**config.mk**
```make
export PLATFORM = sky130hd
export DESIGN_NAME = mdr_reader
export DESIGN_NICKNAME = d
export VERILOG_FILES = /design/src/logic/mdr_pkg.sv /design/src/logic/mdr_reader.sv
export SDC_FILE = /design/constraint.sdc
export NUM_CORES = 1
export LEC_CHECK = 0
export ABC_AREA = 1
export BUFFER_PORTS_ARGS = -buffer_cell sky130_fd_sc_hd__buf_2
export CORE_ASPECT_RATIO = 0.8
export CORE_MARGIN = 2
export CORE_UTILIZATION = 60
export CTS_BUF_LIST = sky130_fd_sc_hd__clkbuf_2 sky130_fd_sc_hd__clkbuf_4 sky130_fd_sc_hd__clkbuf_8
export DETAILED_ROUTE_END_ITERATION = 8
export PLACE_DENSITY = 0.78
export REMOVE_ABC_BUFFERS = 1
export SYNTH_ARGS = -nofsm -noshare
export SYNTH_HDL_FRONTEND = slang
export SYNTH_SLANG_ARGS = --single-unit
```
**constraint.sdc**
```tcl
create_clock -name SYS_CLK -period 5.95 [get_ports SYS_CLK]
set_clock_uncertainty 0.2 [all_clocks]
set_input_delay 0.2975 -clock SYS_CLK [delete_from_list [all_inputs] [get_ports SYS_CLK]]
set_output_delay 0.2975 -clock SYS_CLK [all_outputs]
set_load 0.01 [all_outputs]
```
**src/logic/mdr_pkg.sv**
```systemverilog
// Constants, field layouts and register map of the strided descriptor reader
// Operation
// - Stream side carries 5-bit id, 5-bit destination and 4-bit user beside data.
// - No control or status sideband streams; application words never fetched.
// - Word 00h holds next pointer bits 31:6; descriptors sit on 64-byte boundaries.
// - Word 04h gives the upper 32 bits of the next pointer.
// - Word 0Ch gives the upper 32 bits of the buffer address.
// - Control bits 4:0 drive the stream destination, constant for the packet.
// - Control bits 12:8 drive the stream id, constant for the packet.
// - Control bits 19:16 drive the stream user field, constant for the packet.
// - Control bits 31:28 drive the read user attribute; software keeps it equal.
// - Word 14h bits 15:0 give the distance between consecutive line starts.
// - Read line bytes, step to start plus pitch, repeat for all lines.
// - All lines leave as one packet; last is set once, on the final beat.
// - Word 14h bits 31:19 give the number of lines per descriptor.
// - Word 18h bits 15:0 give the bytes read per line.
// - Word 18h bit 26 marks the descriptor whose buffer ends the packet.
// - Word 18h bit 27 marks the descriptor whose buffer starts the packet.
// - A packet may span several descriptors, from start flag to end flag.
// - Channel counts of both paths are build-time choices.
// - Status flags internal, target and decode errors; the engine halts.
package mdr_pkg;
	// Build-time channel counts for both directions
	localparam logic [4:0]  READ_PATH_CHANNELS  = 5'h01;
	localparam logic [4:0]  WRITE_PATH_CHANNELS = 5'h01;
	// Software register byte offsets
	localparam logic [7:0]  REG_CONTROL    = 8'h00;
	localparam logic [7:0]  REG_STATUS     = 8'h04;
	localparam logic [7:0]  REG_CUR_LO     = 8'h08;
	localparam logic [7:0]  REG_CUR_HI     = 8'h0C;
	localparam logic [7:0]  REG_TAIL_LO    = 8'h10;
	localparam logic [7:0]  REG_TAIL_HI    = 8'h14;
	localparam logic [7:0]  REG_CONFIG     = 8'h18;
	// Status register bit positions and the config write-channel field LSB
	localparam int          ST_IDLE        = 0;
	localparam int          ST_HALTED      = 1;
	localparam int          ST_IN_PACKET   = 2;
	localparam int          ST_INT_ERR     = 28;
	localparam int          ST_TGT_ERR     = 29;
	localparam int          ST_DEC_ERR     = 30;
	localparam int          CFG_WR_CH_LSB  = 8;
	// Descriptor word indices and fields
	localparam int          DESC_WORDS     = 8;
	localparam logic [2:0]  DW_NEXT_LO     = 3'h0;
	localparam logic [2:0]  DW_NEXT_HI     = 3'h1;
	localparam logic [2:0]  DW_BUF_LO      = 3'h2;
	localparam logic [2:0]  DW_BUF_HI      = 3'h3;
	localparam logic [2:0]  DW_CONTROL     = 3'h4;
	localparam logic [2:0]  DW_PITCH_LINES = 3'h5;
	localparam logic [2:0]  DW_LINE_BYTES  = 3'h6;
	localparam int          NEXT_PTR_LSB   = 6;
	localparam int          TDEST_LSB      = 0;
	localparam int          TID_LSB        = 8;
	localparam int          TUSER_LSB      = 16;
	localparam int          CACHE_LSB      = 24;
	localparam int          ARUSER_LSB     = 28;
	localparam int          LINES_LSB      = 19;
	localparam int          EOP_BIT        = 26;
	localparam int          SOP_BIT        = 27;
	// Read bus constants
	localparam logic [3:0]  DEF_ARCACHE    = 4'h3;
	localparam logic [2:0]  AR_SIZE_WORD   = 3'h2;
	localparam logic [1:0]  AR_BURST_INCR  = 2'h1;
	localparam logic [1:0]  RESP_SLVERR    = 2'h2;
	localparam logic [1:0]  RESP_DECERR    = 2'h3;
	localparam logic [4:0]  MAX_BURST      = 5'h10;
	localparam logic [10:0] WORDS_PER_4K   = 11'h400;
	localparam logic [7:0]  DESC_ARLEN     = 8'h07;

	typedef enum logic [2:0] {
		S_IDLE    = 3'b000,
		S_DESC_AR = 3'b001,
		S_DESC_R  = 3'b010,
		S_LINE_AR = 3'b011,
		S_LINE_R  = 3'b100,
		S_NEXT    = 3'b101,
		S_HALT    = 3'b110
	} mdr_state_t;
endpackage

```
**src/logic/mdr_reader.sv**
```systemverilog
// Descriptor-driven strided memory reader feeding one stream master
`timescale 1ns/1ps
`default_nettype none
module mdr_reader (
	input  wire logic          SYS_CLK,
	input  wire logic          RESET,
	// Register port
	input  wire logic [7:0]    REG_ADDR,
	input  wire logic [31:0]   REG_WDATA,
	input  wire logic          REG_WR,
	input  wire logic          REG_RD,
	output logic [31:0]        REG_RDATA,
	// Memory read address channel
	output logic [63:0]        ARADDR,
	output logic [7:0]         ARLEN,
	output logic [2:0]         ARSIZE,
	output logic [1:0]         ARBURST,
	output logic [3:0]         ARCACHE,
	output logic [3:0]         ARUSER,
	output logic               ARVALID,
	input  wire logic          ARREADY,
	// Memory read data channel
	input  wire logic [31:0]   RDATA,
	input  wire logic [1:0]    RRESP,
	input  wire logic          RLAST,
	input  wire logic          RVALID,
	output logic               RREADY,
	// Read path stream master
	output logic [31:0]        TDATA,
	output logic [3:0]         TKEEP,
	output logic               TLAST,
	output logic [4:0]         TID,
	output logic [4:0]         TDEST,
	output logic [3:0]         TUSER,
	output logic               TVALID,
	input  wire logic          TREADY
);
	import mdr_pkg::*;

	mdr_state_t  st_r;
	logic [31:0] desc_r [0:DESC_WORDS-1];
	logic [2:0]  widx_r;
	logic        run_r;
	logic        start_pend_r;
	logic [63:0] cur_r;
	logic [63:0] tail_r;
	logic [2:0]  err_r;
	logic        beat_err_r;
	logic        in_pkt_r;
	logic [63:0] line_base_r;
	logic [63:0] req_addr_r;
	logic [15:0] req_left_r;
	logic [15:0] rcv_left_r;
	logic [12:0] lines_left_r;
	logic        tvalid_r;
	logic [31:0] rdata_r;

	// Ceiling of bytes over the word size
	function automatic logic [14:0] beats_for(input logic [15:0] bytes);
		logic [16:0] s;
		s = {1'b0, bytes} + 17'h00003;
		return s[16:2];
	endfunction

	// Byte lanes holding the bytes still due in this line
	function automatic logic [3:0] keep_for(input logic [15:0] left);
		logic [3:0] k;
		k = 4'hF;
		if (left == 16'h0001)
			k = 4'h1;
		else if (left == 16'h0002)
			k = 4'h3;
		else if (left == 16'h0003)
			k = 4'h7;
		return k;
	endfunction

	// Descriptor fields
	logic [31:0] ctl_w;
	logic [15:0] pitch_w;
	logic [12:0] lines_w;
	logic [15:0] hsize_w;
	logic        eop_w;
	logic        sop_w;
	logic [63:0] next_w;
	logic [63:0] buf_w;
	assign ctl_w   = desc_r[DW_CONTROL];
	assign pitch_w = desc_r[DW_PITCH_LINES][15:0];
	assign lines_w = desc_r[DW_PITCH_LINES][31:LINES_LSB];
	assign hsize_w = desc_r[DW_LINE_BYTES][15:0];
	assign eop_w   = desc_r[DW_LINE_BYTES][EOP_BIT];
	assign sop_w   = desc_r[DW_LINE_BYTES][SOP_BIT];
	// Low six pointer bits are reserved and forced to zero
	assign next_w  = {desc_r[DW_NEXT_HI], desc_r[DW_NEXT_LO][31:NEXT_PTR_LSB], 6'h00};
	assign buf_w   = {desc_r[DW_BUF_HI], desc_r[DW_BUF_LO]};

	// Burst sizing: at most 16 beats, never across a 4 KB boundary
	logic [14:0] need_w;
	logic [10:0] room_w;
	logic [4:0]  burst_w;
	logic [15:0] take_w;
	always_comb begin
		need_w  = beats_for(req_left_r);
		room_w  = WORDS_PER_4K - {1'b0, req_addr_r[11:2]};
		burst_w = MAX_BURST;
		if (need_w < {10'h000, MAX_BURST})
			burst_w = need_w[4:0];
		if (room_w < {6'h00, burst_w})
			burst_w = room_w[4:0];
		take_w = {9'h000, burst_w, 2'b00};
		if (take_w > req_left_r)
			take_w = req_left_r;
	end

	// Handshakes
	logic ar_fire;
	logic r_fire;
	logic line_beat;
	logic out_open;
	assign out_open  = !tvalid_r || TREADY;
	assign RREADY    = (st_r == S_DESC_R) || (st_r == S_LINE_R && out_open);
	assign ARVALID   = (st_r == S_DESC_AR) || (st_r == S_LINE_AR);
	assign ar_fire   = ARVALID && ARREADY;
	assign r_fire    = RVALID && RREADY;
	assign line_beat = r_fire && (st_r == S_LINE_R);

	// Read address channel; descriptor fetch covers words 00h..1Ch only
	always_comb begin
		ARSIZE  = AR_SIZE_WORD;
		ARBURST = AR_BURST_INCR;
		if (st_r == S_DESC_AR) begin
			ARADDR  = cur_r;
			ARLEN   = DESC_ARLEN;
			ARCACHE = DEF_ARCACHE;
			ARUSER  = 4'h0;
		end else begin
			ARADDR  = req_addr_r;
			ARLEN   = {3'h0, burst_w - 5'h01};
			ARCACHE = ctl_w[CACHE_LSB +: 4];
			ARUSER  = ctl_w[ARUSER_LSB +: 4];
		end
	end

	// Descriptor checks made when the fetch completes
	logic bad_desc_w;
	assign bad_desc_w = (lines_w == 13'h0000) || (hsize_w == 16'h0000) || (sop_w == in_pkt_r);

	// Error events from the memory response and descriptor checks
	logic tgt_set;
	logic dec_set;
	logic int_set;
	logic desc_end;
	assign tgt_set  = r_fire && (RRESP == RESP_SLVERR);
	assign dec_set  = r_fire && (RRESP == RESP_DECERR);
	assign desc_end = (st_r == S_DESC_R) && r_fire && RLAST;
	assign int_set  = desc_end && !beat_err_r && !tgt_set && !dec_set && bad_desc_w;

	// Last byte of the final line of the end descriptor
	logic line_done;
	logic final_beat;
	assign line_done  = rcv_left_r <= 16'h0004;
	assign final_beat = eop_w && (lines_left_r == 13'h0001) && line_done;

	// Main sequencer
	always_ff @(posedge SYS_CLK) begin
		if (RESET) begin
			st_r <= S_IDLE;
		end else begin
			case (st_r)
				S_IDLE: begin
					if (run_r && start_pend_r && err_r == 3'b000)
						st_r <= S_DESC_AR;
				end
				S_DESC_AR: begin
					if (ar_fire)
						st_r <= S_DESC_R;
				end
				S_DESC_R: begin
					// Beats keep being drained after an error so the bus stays clean
					if (desc_end)
						st_r <= (beat_err_r || tgt_set || dec_set || bad_desc_w) ? S_HALT : S_LINE_AR;
				end
				S_LINE_AR: begin
					if (ar_fire)
						st_r <= S_LINE_R;
				end
				S_LINE_R: begin
					if (line_beat && RLAST) begin
						if (beat_err_r || tgt_set || dec_set)
							st_r <= S_HALT;
						else if (req_left_r != 16'h0000 || lines_left_r != 13'h0001)
							st_r <= S_LINE_AR;
						else
							st_r <= S_NEXT;
					end
				end
				S_NEXT: begin
					st_r <= (cur_r == tail_r || !run_r) ? S_IDLE : S_DESC_AR;
				end
				S_HALT: begin
					if (err_r == 3'b000)
						st_r <= S_IDLE;
				end
				default: st_r <= S_IDLE;
			endcase
		end
	end

	// Descriptor word capture
	always_ff @(posedge SYS_CLK) begin
		if (RESET) begin
			widx_r <= 3'h0;
			for (int i = 0; i < DESC_WORDS; i++)
				desc_r[i] <= 32'h0000_0000;
		end else if (st_r == S_DESC_AR) begin
			widx_r <= 3'h0;
		end else if (st_r == S_DESC_R && r_fire) begin
			desc_r[widx_r] <= RDATA;
			widx_r         <= widx_r + 3'h1;
		end
	end

	// Error seen inside the current burst
	always_ff @(posedge SYS_CLK) begin
		if (RESET)
			beat_err_r <= 1'b0;
		else if (ar_fire)
			beat_err_r <= 1'b0;
		else if (tgt_set || dec_set)
			beat_err_r <= 1'b1;
	end

	// Line walk: each new line starts one pitch after the last one
	always_ff @(posedge SYS_CLK) begin
		if (RESET) begin
			line_base_r  <= 64'h0;
			req_addr_r   <= 64'h0;
			req_left_r   <= 16'h0000;
			rcv_left_r   <= 16'h0000;
			lines_left_r <= 13'h0000;
		end else if (st_r == S_DESC_R) begin
			// Descriptor words settle in the array before S_LINE_AR reads them
			line_base_r  <= buf_w;
			req_addr_r   <= buf_w;
			req_left_r   <= hsize_w;
			rcv_left_r   <= hsize_w;
			lines_left_r <= lines_w;
		end else if (st_r == S_LINE_AR && ar_fire) begin
			req_addr_r <= req_addr_r + {57'h0, burst_w, 2'b00};
			req_left_r <= req_left_r - take_w;
		end else if (line_beat) begin
			rcv_left_r <= line_done ? 16'h0000 : rcv_left_r - 16'h0004;
			if (RLAST && req_left_r == 16'h0000 && lines_left_r != 13'h0001) begin
				line_base_r  <= line_base_r + {48'h0, pitch_w};
				req_addr_r   <= line_base_r + {48'h0, pitch_w};
				req_left_r   <= hsize_w;
				rcv_left_r   <= hsize_w;
				lines_left_r <= lines_left_r - 13'h0001;
			end
		end
	end

	// Packet framing across chained descriptors
	always_ff @(posedge SYS_CLK) begin
		if (RESET)
			in_pkt_r <= 1'b0;
		else if (desc_end && sop_w && !bad_desc_w)
			in_pkt_r <= 1'b1;
		else if (st_r == S_NEXT && eop_w)
			in_pkt_r <= 1'b0;
		else if (st_r == S_HALT)
			in_pkt_r <= 1'b0;
	end

	// Sideband latched from the start descriptor only, so the packet keeps it
	logic [4:0] sb_dest_r;
	logic [4:0] sb_id_r;
	logic [3:0] sb_user_r;
	always_ff @(posedge SYS_CLK) begin
		if (RESET) begin
			sb_dest_r <= 5'h00;
			sb_id_r   <= 5'h00;
			sb_user_r <= 4'h0;
		end else if (desc_end && sop_w && !bad_desc_w) begin
			// Control word is already captured when the last descriptor beat lands
			sb_dest_r <= ctl_w[TDEST_LSB +: 5];
			sb_id_r   <= ctl_w[TID_LSB +: 5];
			sb_user_r <= ctl_w[TUSER_LSB +: 4];
		end
	end

	// Output stage: one register slice between memory and stream
	always_ff @(posedge SYS_CLK) begin
		if (RESET)
			tvalid_r <= 1'b0;
		else if (line_beat)
			tvalid_r <= 1'b1;
		else if (TREADY)
			tvalid_r <= 1'b0;
	end

	always_ff @(posedge SYS_CLK) begin
		if (RESET) begin
			TDATA <= 32'h0000_0000;
			TKEEP <= 4'h0;
			TLAST <= 1'b0;
			TID   <= 5'h00;
			TDEST <= 5'h00;
			TUSER <= 4'h0;
		end else if (line_beat) begin
			TDATA <= RDATA;
			TKEEP <= keep_for(rcv_left_r);
			TLAST <= final_beat;
			// Sideband comes from the start descriptor for every beat
			TDEST <= sb_dest_r;
			TID   <= sb_id_r;
			TUSER <= sb_user_r;
		end
	end
	assign TVALID = tvalid_r;

	// Run control and start request; a tail write that meets the start wins
	always_ff @(posedge SYS_CLK) begin
		if (RESET) begin
			run_r        <= 1'b0;
			start_pend_r <= 1'b0;
		end else begin
			if (REG_WR && REG_ADDR == REG_CONTROL)
				run_r <= REG_WDATA[0];
			if (REG_WR && REG_ADDR == REG_TAIL_LO)
				start_pend_r <= 1'b1;
			else if (st_r == S_IDLE && run_r && err_r == 3'b000)
				start_pend_r <= 1'b0;
		end
	end

	// Descriptor pointers; hardware walks the current pointer along the chain
	always_ff @(posedge SYS_CLK) begin
		if (RESET) begin
			cur_r  <= 64'h0;
			tail_r <= 64'h0;
		end else begin
			if (st_r == S_NEXT)
				cur_r <= next_w;
			else if (REG_WR && REG_ADDR == REG_CUR_LO && st_r == S_IDLE)
				cur_r[31:0] <= {REG_WDATA[31:NEXT_PTR_LSB], 6'h00};
			else if (REG_WR && REG_ADDR == REG_CUR_HI && st_r == S_IDLE)
				cur_r[63:32] <= REG_WDATA;
			if (REG_WR && REG_ADDR == REG_TAIL_LO)
				tail_r[31:0] <= {REG_WDATA[31:NEXT_PTR_LSB], 6'h00};
			if (REG_WR && REG_ADDR == REG_TAIL_HI)
				tail_r[63:32] <= REG_WDATA;
		end
	end

	// Error flags: write one to clear, a new event in the same cycle wins
	logic [2:0] err_set;
	logic [2:0] err_clr;
	assign err_set = {dec_set, tgt_set, int_set};
	assign err_clr = (REG_WR && REG_ADDR == REG_STATUS) ? REG_WDATA[ST_DEC_ERR:ST_INT_ERR] : 3'b000;
	always_ff @(posedge SYS_CLK) begin
		if (RESET)
			err_r <= 3'b000;
		else
			err_r <= (err_r & ~err_clr) | err_set;
	end

	// Read data live only in the cycle after the strobe
	logic [31:0] rd_mux;
	always_comb begin
		rd_mux = 32'h0000_0000;
		case (REG_ADDR)
			REG_CONTROL: rd_mux[0] = run_r;
			REG_STATUS: begin
				rd_mux[ST_IDLE]                = (st_r == S_IDLE);
				rd_mux[ST_HALTED]              = (st_r == S_HALT);
				rd_mux[ST_IN_PACKET]           = in_pkt_r;
				rd_mux[ST_DEC_ERR:ST_INT_ERR]  = err_r;
			end
			REG_CUR_LO:  rd_mux = cur_r[31:0];
			REG_CUR_HI:  rd_mux = cur_r[63:32];
			REG_TAIL_LO: rd_mux = tail_r[31:0];
			REG_TAIL_HI: rd_mux = tail_r[63:32];
			REG_CONFIG:  rd_mux = {19'h0, WRITE_PATH_CHANNELS, 3'h0, READ_PATH_CHANNELS};
			default:     rd_mux = 32'h0000_0000;
		endcase
	end

	always_ff @(posedge SYS_CLK) begin
		if (RESET)
			rdata_r <= 32'h0000_0000;
		else
			rdata_r <= REG_RD ? rd_mux : 32'h0000_0000;
	end
	assign REG_RDATA = rdata_r;

	// Checker helpers: sideband of the first beat of each packet
	logic       mid_pkt_r;
	logic [4:0] first_dest_r;
	logic [4:0] first_id_r;
	logic [3:0] first_user_r;
	always_ff @(posedge SYS_CLK) begin
		if (RESET) begin
			mid_pkt_r    <= 1'b0;
			first_dest_r <= 5'h00;
			first_id_r   <= 5'h00;
			first_user_r <= 4'h0;
		end else if (TVALID && TREADY) begin
			mid_pkt_r <= !TLAST;
			if (!mid_pkt_r) begin
				first_dest_r <= TDEST;
				first_id_r   <= TID;
				first_user_r <= TUSER;
			end
		end
	end

	dest_stable_a: assert property (@(posedge SYS_CLK) disable iff (RESET)
		TVALID && mid_pkt_r |-> TDEST == first_dest_r)
		else $error("destination changed inside a packet");
	id_stable_a: assert property (@(posedge SYS_CLK) disable iff (RESET)
		TVALID && mid_pkt_r |-> TID == first_id_r)
		else $error("stream id changed inside a packet");
	user_stable_a: assert property (@(posedge SYS_CLK) disable iff (RESET)
		TVALID && mid_pkt_r |-> TUSER == first_user_r)
		else $error("user field changed inside a packet");
	cache_attr_a: assert property (@(posedge SYS_CLK) disable iff (RESET)
		st_r == S_LINE_AR && ARVALID |-> ARCACHE == desc_r[DW_CONTROL][27:24])
		else $error("cache attribute not from control word");
	user_attr_a: assert property (@(posedge SYS_CLK) disable iff (RESET)
		st_r == S_LINE_AR && ARVALID |-> ARUSER == desc_r[DW_CONTROL][31:28])
		else $error("read user attribute not from control word");
	desc_align_a: assert property (@(posedge SYS_CLK) disable iff (RESET)
		st_r == S_DESC_AR && ARVALID |-> ARADDR[5:0] == 6'h00)
		else $error("descriptor fetch not 64-byte aligned");
	desc_len_a: assert property (@(posedge SYS_CLK) disable iff (RESET)
		st_r == S_DESC_AR && ARVALID |-> ARLEN == 8'h07)
		else $error("descriptor fetch reads application words");
	line_step_a: assert property (@(posedge SYS_CLK) disable iff (RESET)
		line_beat && RLAST && !beat_err_r && RRESP[1] == 1'b0 && req_left_r == 16'h0000
		&& lines_left_r != 13'h0001
		|=> st_r == S_LINE_AR && req_addr_r == $past(line_base_r) + {48'h0, pitch_w})
		else $error("next line does not start one pitch later");
	last_beat_a: assert property (@(posedge SYS_CLK) disable iff (RESET)
		line_beat && RLAST && RRESP[1] == 1'b0 && !beat_err_r && req_left_r == 16'h0000
		&& lines_left_r == 13'h0001 |=> TVALID && (TLAST == eop_w) ##1 st_r == S_IDLE || st_r == S_DESC_AR)
		else $error("end of descriptor framing wrong");
	err_halt_a: assert property (@(posedge SYS_CLK) disable iff (RESET)
		r_fire && RLAST && RRESP == RESP_SLVERR |=> st_r == S_HALT && err_r[1])
		else $error("target error did not halt the engine");
endmodule
`default_nettype wire

```
==> flow_metrics.py <==
metrics = {
    "outcome": {
        "status": "finished, final reports clean",
    },
    "cells_and_area": {
        "stdcell_area_um2": 35900,
        "final_layout_size_suffix_gt1_share_pct": 11.2,
        "post_layout_nonfiller_instances": 5372,
        "syn_to_final_growth_pct": 14.1,
        "final_core_util_pct": 68.9,
        "fillers": 4491,
        "nets": 4727,
        "n_antenna_cell": 0,
    },
    "grt": {
        "antenna_found_initial": 7,
        "grt_max_degree": 119,
        "grt.total_usage_pct": 45.5,
        "first_global_vias": 30000,
        "grt_first_pass_wirelength_um": 185000,
        "grt-ovfl-total": 0,
    },
    "worst_setup_path": {
        "worstPathArrival_ps": 5970,
        "r2r_setup_slack_ps": 440,
        "max_stage_delay_ps": 420,
        "r2r_end": "req_left_r[12]$_SDFFE_PP0P_",
        "crit_start": "req_left_r[6]$_SDFFE_PP0P_",
        "r2r_start": "req_left_r[6]$_SDFFE_PP0P_",
        "crit_path_frequent_cell": "nand2_1",
        "cp-end-kind": "register",
        "crit_family": "simple AND/OR/NAND/NOR gates",
        "reg2regPathDepth": 29,
        "critical_path_class": "reg -> reg",
        "crit_fanout": 6,
        "worst-path-buf-inv": 2,
        "crit_slowest_cell": "or3b_1",
        "worstPathRequired_ps": 6400,
        "worst_setup_path_start_kind": "register",
    },
    "pwr": {
        "p_leak_nw": 15.4,
        "vdd_ir_drop_max_uv": 235,
        "powerDensity_nw_per_um2": 232,
    },
    "timing": {
        "period_share_pct": 92.6,
        "tightest_slew_ps": 1300,
        "final-setup-viol-count": 0,
        "setup_ws_ps": 439,
        "slew_violations": 0,
        "max_freq_mhz": 181,
        "maxSlewHeadroom_pct": 13.0,
        "period_needed_ps": 5510,
        "hold_viol": 0,
    },
    "clock_network": {
        "cts_tree": "built",
        "cts_root_buf": "clkbuf_8",
        "htree_levels": 3,
        "clock-sinks": 591,
        "clk_latency_ps": 740,
        "clk_pin_slew_worst_paths_ps": 70,
        "numCtsBuffers": 94,
        "clock_path_buffers": 3,
    },
    "worst_hold_path": {
        "worstHoldStart": "RDATA[6]",
        "hold_path_class": "in -> reg",
        "holdPathEnd": "TDATA[6]$_SDFFE_PP0P_",
        "hold_path_depth": 3,
    },
    "logic_synthesis": {
        "async_reset_ff_share_pct": 0,
        "syn-cell-area_um2": 31500,
        "ys_ff_latch": 591,
        "synth_common_cells": "nand2_1 (887), nor2_1 (615), inv_1 (448), o21ai_0 (413), dfxtp_1 (400)",
        "synth_top_cell_area_share_pct": 25.4,
        "syn_avg_cell_area_um2": 7.25,
        "synth_top_area_cell": "dfxtp_1",
        "synth_cells": 4344,
        "ys_seq_area_share_pct": 43.6,
        "synth_flop_cell": "dfxtp_1",
        "synth_area_leaders": "dfxtp_1 (25%), edfxtp_1 (18%), nand2_1 (11%)",
        "ys_warn_count": 0,
        "synth-edff-count": 191,
        "yosys.cell_types.count": 64,
        "synth_most_common_cell": "nand2_1",
    },
    "placement": {
        "place_hpwl_um": 87700,
        "gp_congestion": 1.09,
        "io_buffer_count": 244,
        "post-place-cells": 5114,
        "post_dp_cell_area_um2": 33100,
        "dp_worst_setup_slack_ps": 158,
    },
    "floorplanning": {
        "row_count": 75,
        "ioPinCount": 253,
        "dieWidth_um": 260,
        "die_area_um2": 54400,
        "die_y_um": 209,
        "initial_utilization_pct": 60.4,
        "coreArea_um2": 52200,
    },
    "route": {
        "drt-total-wl_um": 127000,
        "dr.pass1.iters": 7,
        "wl_per_cell_um": 23.6,
        "vias_per_cell": 6.12,
        "dr_total_vias": 32900,
        "postRouteAntennaNets": 0,
        "dr.first_iter.drc_count": 5338,
        "drc": 0,
    },
    "run": {
        "drv_cap": 0,
    },
}
sequential cells by signal (all words and copies together) (netlist names), 5 cells and up:
signal and flops:
TDEST 5, cur_r 58, line_base_r 64, TDATA 32, req_addr_r 64, lines_left_r 13, req_left_r 16, sb_id_r 5
sb_dest_r 5, rcv_left_r 16, desc_r 191, REG_RDATA 32, TID 5, tail_r 58
cell families (layout without fill, tap and decap cells):
| group | Yosys count | in the layout | share of synthesized area (%) |
|---|---|---|---|
| simple gates | 1945 | 1946 | 25.9 |
| compound gates | 950 | 950 | 16.5 |
| buf+inv | 679 | 1006 | 8.41 |
| flops | 591 | 591 | 43.6 |
| xor+xnor | 127 | 127 | 3.53 |
| fa+ha+maj | 46 | 46 | 1.88 |
| mux | 4 | 4 | 0.143 |
| other cells | 2 | 9 | 0.0238 |
stage by stage:
step                      power [mW]  hold slack [ps]  TNS [ps]
after floorplan                 4.42              167         0
after detailed placement        4.58              250         0
final                           8.35             55.9         0
after global placement          4.57              243         0
after CTS                       8.30             3.36         0
after global routing            8.50             11.1     -6.21
worst max-delay path by stage:
stage / cells past startpoint / endpoint / slack [ps]
2_1_floorplan: 2 / desc_r[1][0]$_SDFFCE_PN0P_ / 6
3_3_place_gp: 31 / req_left_r[13]$_SDFFE_PP0P_ / 280
3_5_place_dp: 33 / req_left_r[13]$_SDFFE_PP0P_ / 160
4_1_cts: 33 / req_left_r[13]$_SDFFE_PP0P_ / 120
5_1_grt: 31 / req_left_r[15]$_SDFFE_PP0P_ / -6
6_report: 29 / req_left_r[12]$_SDFFE_PP0P_ / 440
per-layer routing:
metal  vias to the layer above  share of wire, %  track usage [%]
met5                         -             0.035                0
li1                      15000                 -                -
met3                       426                15             14.1
met4                         6               5.4             22.4
met1                     15000                38             62.7
met2                      2540                41             64.6
final cells by class:
class | instances | area (um2) | share of cell area (%)
clock buffers | 153 | 1850 | 5.14
clock inverters | 23 | 188 | 0.522
inverters | 465 | 1750 | 4.88
multi-input cells | 3082 | 15200 | 42.3
flip-flops and latches | 591 | 13700 | 38.2
well taps | 693 | 867 | 2.41
repair buffers | 365 | 2350 | 6.54
worst register-to-register path, delay by kind of cell, from the launching register on:
kind	cells	cell delay [ps]
DFF	1	360
and+or+nand+nor	16	2270
buffers and inverters	2	150
AOI/OAI and AO/OA	8	1480
adders and majority gates	3	970
placed cells by master, fill, tap and decap left out, drive strengths merged, types with 20 or more instances in the layout:
master,count
nor2,620
nand4,67
xnor2,32
edfxtp,191
o21ai,428
a221oi,24
inv,468
dlygate4sd3,79
nor4,26
ha,44
nand2,896
a21oi,308
o22ai,31
nor3,87
dfxtp,400
nand3,199
clkbuf,153
xor2,95
buf,286
a31oi,98
or2,20
repair_timing:
item	in CTS	in global routing
gates resized for setup	0	10
endpoints found under the hold margin	273	0
endpoints found under the setup margin	0	9
hold buffers	79	0
setup buffers	0	2
power by group:
part / internal (mW) / switching, mW
clock network: 2.03 / 1.78
logic: 0.0834 / 0.240
registers: 4.20 / 0.0196
total: 6.32 / 2.04
Power figures use the tool's default switching activity.
